<file path="config.mk">
export PLATFORM = sky130hd
export DESIGN_NAME = position_readout_ctrl
export DESIGN_NICKNAME = d
export VERILOG_FILES = /design/src/hdl/position_readout_pkg.sv /design/src/hdl/position_readout_ctrl.sv
export VERILOG_INCLUDE_DIRS = /design/src /design/src/hdl
export SDC_FILE = /design/constraint.sdc
export NUM_CORES = 1
export LEC_CHECK = 0
export ABC_CLOCK_PERIOD_IN_PS = 6000
export BUFFER_PORTS_ARGS = -buffer_cell sky130_fd_sc_hd__buf_2
export CAP_MARGIN = 20
export CORE_MARGIN = 8
export CORE_UTILIZATION = 45
export DETAILED_ROUTE_END_ITERATION = 8
export HOLD_SLACK_MARGIN = 0.05
export PLACE_DENSITY = 0.73
export RECOVER_POWER = 50
export SLEW_MARGIN = 20
export SYNTH_ARGS = -nofsm -noshare
export SYNTH_HDL_FRONTEND = slang
export SYNTH_SLANG_ARGS = --single-unit
</file>
<file path="constraint.sdc">
create_clock -name clk_in -period 6 [get_ports clk_in]
set_clock_uncertainty 0.15 [all_clocks]
set_input_delay 0.3 -clock clk_in [delete_from_list [all_inputs] [get_ports clk_in]]
set_output_delay 0.3 -clock clk_in [all_outputs]
set_load 0.02 [all_outputs]
</file>
<file path="src/hdl/position_readout_consts.svh">
`ifndef POSITION_READOUT_CONSTS_SVH
`define POSITION_READOUT_CONSTS_SVH
// register indices; byte address is four times the index
`define IDX_LPF        8'h2A
`define IDX_OUTSRC     8'h2B
`define IDX_RXMAP      8'h2F
`define IDX_EXC_GAIN   8'h40
`define IDX_EXC_PER    8'h41
`define IDX_CRS_GAIN   8'h42
`define IDX_AMP_PER    8'h44
// writable bits of each register
`define MASK_LPF       16'h003C
`define MASK_OUTSRC    16'h0037
`define MASK_RXMAP     16'h0001
`define MASK_EXC_GAIN  16'h80FF
`define MASK_PER       16'hFFFF
`define MASK_CRS_GAIN  16'h803F
`define REG_RESET      16'h0000
// field positions
`define ANG_COEF_LSB   4
`define VEL_COEF_LSB   2
`define SRC_LSB        4
`define CAL_DIR_BIT    2
`define SKIP_ADC_BIT   1
`define SKIP_COIL_BIT  0
`define SWAP_BIT       0
`define OVR_BIT        15
// smallest filter coefficient and its shift
`define COEF_BASE      8'h10
`define COEF_SHIFT     4
// exciter base current in sixty-fourths
`define EXC_BASE_64THS 11'h0C0
`define CRS_GAIN_MAX   6'h16
// refresh unit time and clock period
`define UNIT_NS        2000
`define CLK_NS         50
`define UNIT_CYC       (`UNIT_NS / `CLK_NS)
`endif

</file>
<file path="src/hdl/position_readout_pkg.sv">
package position_readout_pkg;
    // wishbone request from master
    typedef struct packed {
        logic        cyc;
        logic        stb;
        logic        we;
        logic [9:0]  adr;
        logic [3:0]  sel;
        logic [31:0] dat;
    } wb_req_t;
    // wishbone answer to master
    typedef struct packed {
        logic        ack;
        logic [31:0] dat;
    } wb_rsp_t;
    // power-on startup sequence
    typedef enum logic [1:0] {
        ST_IDLE,
        ST_ADC_CAL,
        ST_COIL_CHK,
        ST_DONE
    } startup_state_t;
endpackage

</file>
<file path="src/hdl/position_readout_ctrl.sv">
`timescale 1ns/1ps
`include "position_readout_consts.svh"
// Function
// - angle filter coefficient from bits 5:4, codes give 16/32/64/128
// - velocity filter coefficient from bits 3:2, codes give 16/32/64/128
// - low-pass filter digitized samples with the selected coefficients
// - angle source: 00/01 extrapolated, 10 filtered, 11 absolute
// - bit 2 picks clockwise or counter-clockwise increase during calibration
// - skip bit 1 omits ADC calibration from startup
// - skip bit 0 omits open-coil detection from startup
// - swap 1 routes pins 0-3 to fine, 4-7 coarse; 0 reverses
// - exciter override bit 15 forces gain code from bits 7:0
// - exciter gain refresh every period times 2 us
// - exciter period zero means the gain code never refreshes
// - exciter current is 2^exp times three plus fraction/64
// - coarse override bit 15 forces code 5:0, meaningful 0 to 22
// - amplifier gains refresh every amp period times 2 us, zero stops
module position_readout_ctrl (
    input  wire logic                          clk_in,
    input  wire logic                          rst_in,
    input  wire logic                          ce_in,
    input  wire position_readout_pkg::wb_req_t wb_req_in,
    output      position_readout_pkg::wb_rsp_t wb_rsp_out,
    input  wire logic                          sample_valid_in,
    input  wire logic [15:0]                   angle_sample_in,
    input  wire logic [15:0]                   vel_sample_in,
    input  wire logic [15:0]                   extrap_angle_in,
    input  wire logic [15:0]                   abs_angle_in,
    input  wire logic [7:0]                    rx_pins_in,
    input  wire logic                          start_in,
    input  wire logic                          adc_cal_done_in,
    input  wire logic                          coil_check_done_in,
    input  wire logic [7:0]                    auto_exc_gain_in,
    input  wire logic [5:0]                    auto_coarse_gain_in,
    input  wire logic [5:0]                    auto_fine_gain_in,
    output      logic [7:0]                    angle_coef_out,
    output      logic [7:0]                    vel_coef_out,
    output      logic [15:0]                   angle_out,
    output      logic [15:0]                   velocity_out,
    output      logic                          cal_ccw_out,
    output      logic                          adc_cal_start_out,
    output      logic                          coil_check_start_out,
    output      logic                          startup_done_out,
    output      logic [3:0]                    fine_rx_out,
    output      logic [3:0]                    coarse_rx_out,
    output      logic [7:0]                    exc_gain_code_out,
    output      logic [10:0]                   exc_current_out,
    output      logic [5:0]                    coarse_gain_out,
    output      logic [5:0]                    fine_gain_out
);

    logic [15:0] lpf_q;
    logic [15:0] outsrc_q;
    logic [15:0] rxmap_q;
    logic [15:0] exc_gain_q;
    logic [15:0] exc_per_q;
    logic [15:0] crs_gain_q;
    logic [15:0] amp_per_q;
    logic        ack_q;
    logic [31:0] rdat_q;
    logic [31:0] rdat_d;
    logic        wr_en;
    logic [7:0]  widx;
    logic [7:0]  rx_s1_q;
    logic [7:0]  rx_s2_q;
    logic [15:0] ang_flt_q;
    logic [15:0] vel_flt_q;
    logic [1:0]  ang_code;
    logic [1:0]  vel_code;
    logic [1:0]  src_sel;
    logic        exc_ovr;
    logic        crs_ovr;
    logic [15:0] per_arr [2];
    logic [5:0]  pre_q   [2];
    logic [15:0] cnt_q   [2];
    logic        tick    [2];
    position_readout_pkg::startup_state_t st_q;

    assign widx    = wb_req_in.adr[9:2];
    assign wr_en   = wb_req_in.cyc & wb_req_in.stb & wb_req_in.we & ~ack_q;
    assign ang_code = lpf_q[`ANG_COEF_LSB +: 2];
    assign vel_code = lpf_q[`VEL_COEF_LSB +: 2];
    assign src_sel = outsrc_q[`SRC_LSB +: 2];
    assign exc_ovr = exc_gain_q[`OVR_BIT];
    assign crs_ovr = crs_gain_q[`OVR_BIT];
    assign per_arr[0] = exc_per_q;
    assign per_arr[1] = amp_per_q;

    // byte-lane merge that keeps reserved bits at zero
    function automatic logic [15:0] merge(input logic [15:0] old,
                                          input logic [31:0] dat,
                                          input logic [3:0]  sel,
                                          input logic [15:0] mask);
        logic [15:0] v;
        v = old;
        if (sel[0]) v[7:0]  = dat[7:0];
        if (sel[1]) v[15:8] = dat[15:8];
        return v & mask;
    endfunction

    // one first-order low-pass step, y += (x - y) / 2^(4+code)
    function automatic logic [15:0] lpf_step(input logic [15:0] y,
                                             input logic [15:0] x,
                                             input logic [1:0]  code);
        logic signed [16:0] diff;
        logic [2:0]         sh;
        diff = $signed({x[15], x}) - $signed({y[15], y});
        sh   = 3'(`COEF_SHIFT) + {1'b0, code};
        diff = diff >>> sh;
        return y + diff[15:0];
    endfunction

    // register writes with byte enables
    // reserved bits masked
    always_ff @(posedge clk_in) begin
        if (rst_in) begin
            lpf_q      <= `REG_RESET;
            outsrc_q   <= `REG_RESET;
            rxmap_q    <= `REG_RESET;
            exc_gain_q <= `REG_RESET;
            exc_per_q  <= `REG_RESET;
            crs_gain_q <= `REG_RESET;
            amp_per_q  <= `REG_RESET;
        end else if (ce_in && wr_en) begin
            unique case (widx)
                `IDX_LPF: lpf_q <=
                    merge(lpf_q, wb_req_in.dat, wb_req_in.sel, `MASK_LPF);
                `IDX_OUTSRC: outsrc_q <= merge(outsrc_q, wb_req_in.dat,
                    wb_req_in.sel, `MASK_OUTSRC);
                `IDX_RXMAP: rxmap_q <= merge(rxmap_q, wb_req_in.dat,
                    wb_req_in.sel, `MASK_RXMAP);
                `IDX_EXC_GAIN: exc_gain_q <= merge(exc_gain_q,
                    wb_req_in.dat, wb_req_in.sel, `MASK_EXC_GAIN);
                `IDX_EXC_PER: exc_per_q <= merge(exc_per_q, wb_req_in.dat,
                    wb_req_in.sel, `MASK_PER);
                `IDX_CRS_GAIN: crs_gain_q <= merge(crs_gain_q,
                    wb_req_in.dat, wb_req_in.sel, `MASK_CRS_GAIN);
                `IDX_AMP_PER: amp_per_q <= merge(amp_per_q, wb_req_in.dat,
                    wb_req_in.sel, `MASK_PER);
                default: ;
            endcase
        end
    end

    // read mux, unmapped words read zero
    always_comb begin
        rdat_d = 32'h0000_0000;
        unique case (widx)
            `IDX_LPF:      rdat_d[15:0] = lpf_q;
            `IDX_OUTSRC:   rdat_d[15:0] = outsrc_q;
            `IDX_RXMAP:    rdat_d[15:0] = rxmap_q;
            `IDX_EXC_GAIN: rdat_d[15:0] = exc_gain_q;
            `IDX_EXC_PER:  rdat_d[15:0] = exc_per_q;
            `IDX_CRS_GAIN: rdat_d[15:0] = crs_gain_q;
            `IDX_AMP_PER:  rdat_d[15:0] = amp_per_q;
            default:       rdat_d = 32'h0000_0000;
        endcase
    end

    // one-wait-state ack, dropped the cycle after
    always_ff @(posedge clk_in) begin
        if (rst_in) begin
            ack_q  <= 1'b0;
            rdat_q <= 32'h0000_0000;
        end else if (ce_in) begin
            ack_q  <= wb_req_in.cyc & wb_req_in.stb & ~ack_q;
            rdat_q <= rdat_d;
        end
    end
    assign wb_rsp_out.ack = ack_q;
    assign wb_rsp_out.dat = rdat_q;

    // coefficient values for the filters
    // angle coef map
    always_ff @(posedge clk_in) begin
        if (rst_in) begin
            angle_coef_out <= `COEF_BASE;
            vel_coef_out   <= `COEF_BASE;
        end else if (ce_in) begin
            angle_coef_out <= `COEF_BASE << ang_code;
            vel_coef_out   <= `COEF_BASE << vel_code;
        end
    end

    always_ff @(posedge clk_in) begin
        if (rst_in) begin
            ang_flt_q <= 16'h0000;
            vel_flt_q <= 16'h0000;
        end else if (ce_in && sample_valid_in) begin
            ang_flt_q <= lpf_step(ang_flt_q, angle_sample_in, ang_code);
            vel_flt_q <= lpf_step(vel_flt_q, vel_sample_in, vel_code);
        end
    end

    // output angle selection and filtered velocity
    // angle source mux
    always_ff @(posedge clk_in) begin
        if (rst_in) begin
            angle_out    <= 16'h0000;
            velocity_out <= 16'h0000;
        end else if (ce_in) begin
            velocity_out <= vel_flt_q;
            unique case (src_sel)
                2'h2:    angle_out <= ang_flt_q;
                2'h3:    angle_out <= abs_angle_in;
                default: angle_out <= extrap_angle_in;
            endcase
        end
    end

    always_ff @(posedge clk_in) begin
        if (rst_in) begin
            cal_ccw_out <= 1'b0;
        end else if (ce_in) begin
            cal_ccw_out <= outsrc_q[`CAL_DIR_BIT];
        end
    end

    // power-on startup sequence with optional steps
    // adc cal skip
    always_ff @(posedge clk_in) begin
        if (rst_in) begin
            st_q                 <= position_readout_pkg::ST_IDLE;
            adc_cal_start_out    <= 1'b0;
            coil_check_start_out <= 1'b0;
            startup_done_out     <= 1'b0;
        end else if (ce_in) begin
            adc_cal_start_out    <= 1'b0;
            coil_check_start_out <= 1'b0;
            unique case (st_q)
                position_readout_pkg::ST_IDLE: begin
                    if (start_in) begin
                        startup_done_out <= 1'b0;
                        if (!outsrc_q[`SKIP_ADC_BIT]) begin
                            st_q <= position_readout_pkg::ST_ADC_CAL;
                            adc_cal_start_out <= 1'b1;
                        end else if (!outsrc_q[`SKIP_COIL_BIT]) begin
                            st_q <= position_readout_pkg::ST_COIL_CHK;
                            coil_check_start_out <= 1'b1;
                        end else begin
                            st_q <= position_readout_pkg::ST_DONE;
                        end
                    end
                end
                position_readout_pkg::ST_ADC_CAL: begin
                    if (adc_cal_done_in) begin
                        if (!outsrc_q[`SKIP_COIL_BIT]) begin
                            st_q <= position_readout_pkg::ST_COIL_CHK;
                            coil_check_start_out <= 1'b1;
                        end else begin
                            st_q <= position_readout_pkg::ST_DONE;
                        end
                    end
                end
                position_readout_pkg::ST_COIL_CHK: begin
                    if (coil_check_done_in) begin
                        st_q <= position_readout_pkg::ST_DONE;
                    end
                end
                position_readout_pkg::ST_DONE: begin
                    startup_done_out <= 1'b1;
                    st_q             <= position_readout_pkg::ST_IDLE;
                end
            endcase
        end
    end

    // receiver pins, two-stage synchroniser then group routing
    // group swap
    always_ff @(posedge clk_in) begin
        if (rst_in) begin
            rx_s1_q       <= 8'h00;
            rx_s2_q       <= 8'h00;
            fine_rx_out   <= 4'h0;
            coarse_rx_out <= 4'h0;
        end else if (ce_in) begin
            rx_s1_q <= rx_pins_in;
            rx_s2_q <= rx_s1_q;
            if (rxmap_q[`SWAP_BIT]) begin
                fine_rx_out   <= rx_s2_q[3:0];
                coarse_rx_out <= rx_s2_q[7:4];
            end else begin
                fine_rx_out   <= rx_s2_q[7:4];
                coarse_rx_out <= rx_s2_q[3:0];
            end
        end
    end

    // refresh timers: 0 exciter, 1 amplifiers
    // exciter refresh period
    for (genvar g = 0; g < 2; g++) begin : g_timer
        assign tick[g] = (per_arr[g] != 16'h0000)
                       && (pre_q[g] == 6'(`UNIT_CYC - 1))
                       && (cnt_q[g] == per_arr[g] - 16'h0001);
        always_ff @(posedge clk_in) begin
            if (rst_in || per_arr[g] == 16'h0000) begin
                pre_q[g] <= 6'h00;
                cnt_q[g] <= 16'h0000;
            end else if (ce_in) begin
                if (pre_q[g] == 6'(`UNIT_CYC - 1)) begin
                    pre_q[g] <= 6'h00;
                    cnt_q[g] <= tick[g] ? 16'h0000 : cnt_q[g] + 16'h0001;
                end else begin
                    pre_q[g] <= pre_q[g] + 6'h01;
                end
            end
        end
    end

    // exciter gain code, override or periodic auto capture
    // exciter override
    always_ff @(posedge clk_in) begin
        if (rst_in) begin
            exc_gain_code_out <= 8'h00;
        end else if (ce_in) begin
            if (exc_ovr) begin
                exc_gain_code_out <= exc_gain_q[7:0];
            end else if (tick[0]) begin
                exc_gain_code_out <= auto_exc_gain_in;
            end
        end
    end

    always_ff @(posedge clk_in) begin
        if (rst_in) begin
            exc_current_out <= 11'h000;
        end else if (ce_in) begin
            exc_current_out <= (`EXC_BASE_64THS
                + {5'h00, exc_gain_code_out[5:0]})
                << exc_gain_code_out[7:6];
        end
    end

    // amplifier gain codes, coarse may be overridden
    // coarse override
    always_ff @(posedge clk_in) begin
        if (rst_in) begin
            coarse_gain_out <= 6'h00;
            fine_gain_out   <= 6'h00;
        end else if (ce_in) begin
            if (crs_ovr) begin
                coarse_gain_out <= (crs_gain_q[5:0] > `CRS_GAIN_MAX)
                                 ? `CRS_GAIN_MAX : crs_gain_q[5:0];
            end else if (tick[1]) begin
                coarse_gain_out <= auto_coarse_gain_in;
            end
            if (tick[1]) begin
                fine_gain_out <= auto_fine_gain_in;
            end
        end
    end
endmodule // position_readout_ctrl

</file>
# == Yosys cells after proc, flatten, opt, wreduce, memory -nomap -nowiden ==
# Memories as Yosys holds them, arrays and structs flattened.
# Index checks and enable logic that the tools add are counted.
# totals
ff_bits,216
mem_bits_rw,44
in_bits,148
output_inout_bits,124
wordCells,168
memories,2
# memory_table
name,depth,word_bits,rd,rd_ports_with_merged_regs,wr,line,rtl
cnt_q,2,16,2,0,2,position_readout_ctrl.sv:75,logic [15:0] cnt_q [2];
pre_q,2,6,2,0,2,position_readout_ctrl.sv:74,logic [5:0] pre_q [2];
# op_classes
add_sub_neg,13
magnitude_cmp,1
eq_ne,19
n_shift,5
mux,53
bitwise_logic,11
n_reduce_logical,32
# op_table
operator,n
16-bit one-hot mux with 7 select lines,1
16-bit 2-to-1 mux,4
6-bit 2-to-1 mux,7
3-bit AND reduction,12
17-bit by 3-bit >>> shifter with 16-bit output,2
16-bit by 16-bit subtractor with 17-bit output,2
16-bit by 1-bit adder with 16-bit output (second input constant),2
16-bit adder,2
16-bit equality test,2
8-bit by 7-bit equality test with 1-bit output (second input constant),4
16-bit logical NOT,2
16-bit one-hot mux with 2 select lines,1
16-bit nonzero test,2
16-bit by 1-bit subtractor with 16-bit output (second input constant),2
1-bit 2-to-1 mux,29
8-bit by 6-bit equality test with 1-bit output (second input constant),3
8-bit 2-to-1 mux,2
5-bit by 2-bit << shifter with 8-bit output (first input constant),2
6-bit by 1-bit adder with 6-bit output (second input constant),2
6-bit equality test (second input constant),2
9-bit by 2-bit << shifter with 11-bit output,1
8-bit by 6-bit adder with 9-bit output (first input constant),1
2-bit equality test (second input constant),4
2-bit 2-to-1 mux,4
16 further kinds,39

# == Longest topological paths before layout ==
# An unclocked memory read counts as a cell.
# depth
ltp_word,8
mapped_depth,23
depth_no_buf,23

# == Worst setup path before layout ==
# No wires, ideal clock.
# synth_timing
path_kind,flip-flop to flip-flop
startpoint,register ang_flt_q[5]
endpoint,register ang_flt_q[15]
setup_time_ns,0.070
arrival_time_ns,4.348
required_ns,5.780
setup_slack_ns,1.432
stages_incl_launch_ff,19
path_buffers,0
synth_period_minus_slack_ns,4.568
cell_sequence,dfxtp_1 inv_1 ha_1 and3_1 a21o_1 a211oi_1 nand2b_1 nor2b_1 a311oi_1 mux2_2 ha_1 or3_1 o21ai_0 nor2_1 o31a_1 o41ai_1 xor2_1 or3_1 a21oi_1
# synth_via
elab_chain_cells,3
# synth_rtl
element,line,rtl
from (decl),position_readout_ctrl.sv:66,logic [15:0] ang_flt_q;
from (signal assigned),position_readout_ctrl.sv:190,"ang_flt_q <= lpf_step(ang_flt_q, angle_sample_in, ang_code);"
16-bit by 16-bit subtractor with 17-bit output,position_readout_ctrl.sv:107,"diff = $signed({x[15], x}) - $signed({y[15], y});"
17-bit by 3-bit >>> shifter with 16-bit output,position_readout_ctrl.sv:109,diff = diff >>> sh;
16-bit adder (*),position_readout_ctrl.sv:110,return y + diff[15:0];
# Every way passes the cells marked *; elsewhere a longest branch is shown, timed or not.
# A chain may end at the register's enable or synchronous reset.

# == Final worst setup path ==
# layout_timing
startpoint,register ang_flt_q[2]
endpoint,register ang_flt_q[15]
# The elaborated chain is that of the path after synthesis.

==> impl_metrics.ini <==
[yosys]
synth_common_cells = 275 x nor2_1, 208 x dfxtp_1, 156 x a21oi_1, 139 x nand2_1, 130 x mux2i_1
avgSynthCellArea_um2 = 8.387
synth_top_area_cell = dfxtp_1
async_flop_share_pct = 0
synth_cell_types = 93
ys_warn_count = 0
netlist.area_leader.share_pct = 27.13
ys_seq_area_share_pct = 35.74
synth-seq-cells = 252
syn_area_mm2 = 0.01535
synth_flop_cell = dfxtp_1
syn_inst = 1830
synth_area_leaders = dfxtp_1 27%, edfxtp_1 8.6%, mux2i_1 8.5%, nor2_1 6.7%, ha_1 5.9%
synth_edf_count = 44
synth_most_common_cell = nor2_1

[global_route]
globalRouteOverflowTotal = 0
grt_pass1_wl_mm = 70.63
track_usage_pct = 20.83
antenna_found_initial = 3
grt_pass1_vias = 13778
grt_max_degree = 91

[final_layout]
drive_gt1_share_pct = 10.88
final_util_pct = 54.33
finalNetCount = 2294
fillers = 3139
syn2layout_area_growth_pct = 18.69

[setup_path]
slowest_stage = a211oi_1
r2r_setup_slack_ns = 0.76
slowest_delay_ns = 0.53
reg2reg_depth = 20
cp_max_fo = 5
path_cells = inv_1 > ha_1 > a21oi_1 > o21ai_1 > a21o_1 > a211oi_1 > nand2b_1 > nor2b_1 > xnor2_1 > o211ai_1 > mux2i_1 > ha_1 > or3_1 > o21ai_0 > nor2_1 > o31a_1 > o41ai_1 > xor2_1 > or3_1 > a21oi_1
worst_ep_arrival_time_ns = 5.57
crit_type = flip-flop to flip-flop
startpoint_type = flip-flop
cp-end-kind = flip-flop
cp.required_ns = 6.33

[routing]
drt_iter0_markers = 931
vias = 13995
viasPerCell = 5.497
ant_nets = 0
drc = 0
wire_per_inst_um = 17.37
dr.pass1.iters = 5
wl_mm = 44.23

[place]
dp_hpwl_mm = 31.98
dp_slack_ns = 0.8932
gp_congestion = 0.8693
io_buffer_count = 227

[pwr]
p_switching_mw = 1.464
p_total_mw = 4.897
clock_power_share_pct = 38.5
p_int_mw = 3.433
power_leakage_nw = 7.159
vdd_drop_max_mv = 0.2174
combPwrFrac_pct = 24.1
seq_power_share_pct = 37.4
p_sw_share_pct = 29.90
power.density_mw_per_mm2 = 268.8

[timing]
setup_slack_ns = 0.7614
timing.final.crit_share_pct = 87.31
timing.fmax_mhz = 190.9
fin_tns_setup_ns = 0
min_period_ns = 5.239
setup-violations-final = 0
drv_slew = 231
worstMarginPinSlew_ns = 3.213
worst_slew_margin_rel_pct = -114.2
hold_violations = 0
rsz0062_at_grt = no

[clocking]
path_clk_slew_ns = 0.06
cts_tree = done
cts_made_buffers = 29
cts_max_level = 1
post-cts-setup-buffers = 0
clk_latency_ns = 0.58
cts_buffer_depth = 3
cts-root-buf = clkbuf_16
cts.sinks = 252

[floorplan]
die_x_um = 200.7
start_util_pct = 45.77
design.die.area_mm2 = 0.04027
die_h_um = 200.7
rows = 67
io_pins = 272
core_mm2 = 0.03353

[job]
maxCapViolCount = 4

[outcome]
outcome = finished, violations left
violations = max-capacitance violations, max-slew violations

[worst_hold_path]
holdPathStages = 5
hold_class = input pin to flip-flop
==> through the flow <==
step / instances / hold WS, ns / instance area, um^2
after detailed placement: 2418 / 0.2995 / 16640
after global routing: 2546 / 0.07750 / 18220
final: 2546 / 0.07274 / 18220
after floorplan: 1853 / 0.2939 / 15430
after global placement: 2418 / 0.2976 / 16640
after CTS: 2543 / 0.05022 / 18370
==> kinds of logic after synthesis <==
logic type / share of synthesized area [%]
AND/OR/NAND/NOR: 20.55
other: 0.02443
adder cells (fa/ha/maj): 6.130
buffers and inverters: 5.723
AO/OA/AOI/OAI: 16.21
XOR/XNOR: 6.049
multiplexers: 9.579
flip-flops: 35.74
==> final timing paths <==
kind,from,to
min reg2reg,exc_current_out[10],exc_current_out[10]
max reg2reg,ang_flt_q[2],ang_flt_q[15]
min,abs_angle_in[7],angle_out[7]
max,ang_flt_q[2],ang_flt_q[15]
==> cells in the final DEF, fill, tap and decap left out, drive strengths merged, types with 6 or more instances in the layout <==
cell	count
nor4	8
or3	14
o21a	9
nand3	75
nand2b	11
conb	24
dfxtp	208
a21oi	157
inv	76
nor3	34
and2	14
xnor2	61
o211ai	7
a31oi	13
clkbuf	141
ha	72
a22oi	15
edfxtp	44
nor2	276
nand4	11
a211oi	52
a21boi	6
mux2	13
clkinv	11
o21ai	59
mux2i	130
nor2b	23
a21o	15
nand3b	12
xor2	45
and3	20
buf	134
dlygate4sd3	71
a222oi	6
nand2	140
==> final cells by class <==
class / count / area, um^2 / area share (%)
Clock buffer: 36 / 782.0 / 4.293
Sequential cell: 252 / 5485 / 30.11
Antenna cell: 3 / 7.507 / 0.04121
Multi-Input combinational cell: 1404 / 9069 / 49.78
Timing Repair Buffer: 310 / 1804 / 9.904
Tap cell: 448 / 560.5 / 3.077
Clock inverter: 18 / 227.7 / 1.250
Inverter: 75 / 281.5 / 1.545
==> critical path: cells and delay by family (launching register included) <==
kind                       cells  cell delay, ns
adders and majority gates      2            0.51
AOI/OAI and AO/OA              9            2.37
DFF                            1            0.40
and+or+nand+nor                5            1.34
muxes                          1            0.12
xor gates and xnor gates       2            0.22
buffers and inverters          1            0.07
==> flip-flops by register name (all words and copies together) (netlist names), 5 cells and up <==
name	cells
exc_gain_code_out	8
cnt_q	32
amp_per_q	16
vel_flt_q	16
crs_gain_q	7
rdat_q	16
fine_gain_out	6
exc_per_q	16
rx_s2_q	8
velocity_out	16
coarse_gain_out	6
exc_current_out	11
outsrc_q	5
ang_flt_q	16
exc_gain_q	9
angle_out	16
pre_q	12
rx_s1_q	8
==> power groups by stage <==
stage / combinational (mW) / sequential, mW / clock [mW]
after floorplan: 0.873 / 1.87 / 0
after global placement: 1.09 / 1.86 / 0
after detailed placement: 1.12 / 1.87 / 0
after CTS: 1.17 / 1.83 / 1.93
after global routing: 1.32 / 1.84 / 1.99
final: 1.18 / 1.83 / 1.89
==> repair_timing <==
action                     in CTS  in global routing
hold endpoints to repair      112                  0
hold buffers                   71                  0
setup endpoints to repair       0                  0
gates resized for setup         0                  0
==> per-layer routing <==
metal  vias up  share of wire, %  track usage, %
met5         -                 0               0
met2       496                45           34.11
met1      6484                43           26.17
li1       6914                 -               -
met3       101               8.3           5.487
met4         0               3.3           7.332
Note: power is estimated with default switching activity, not from simulation.
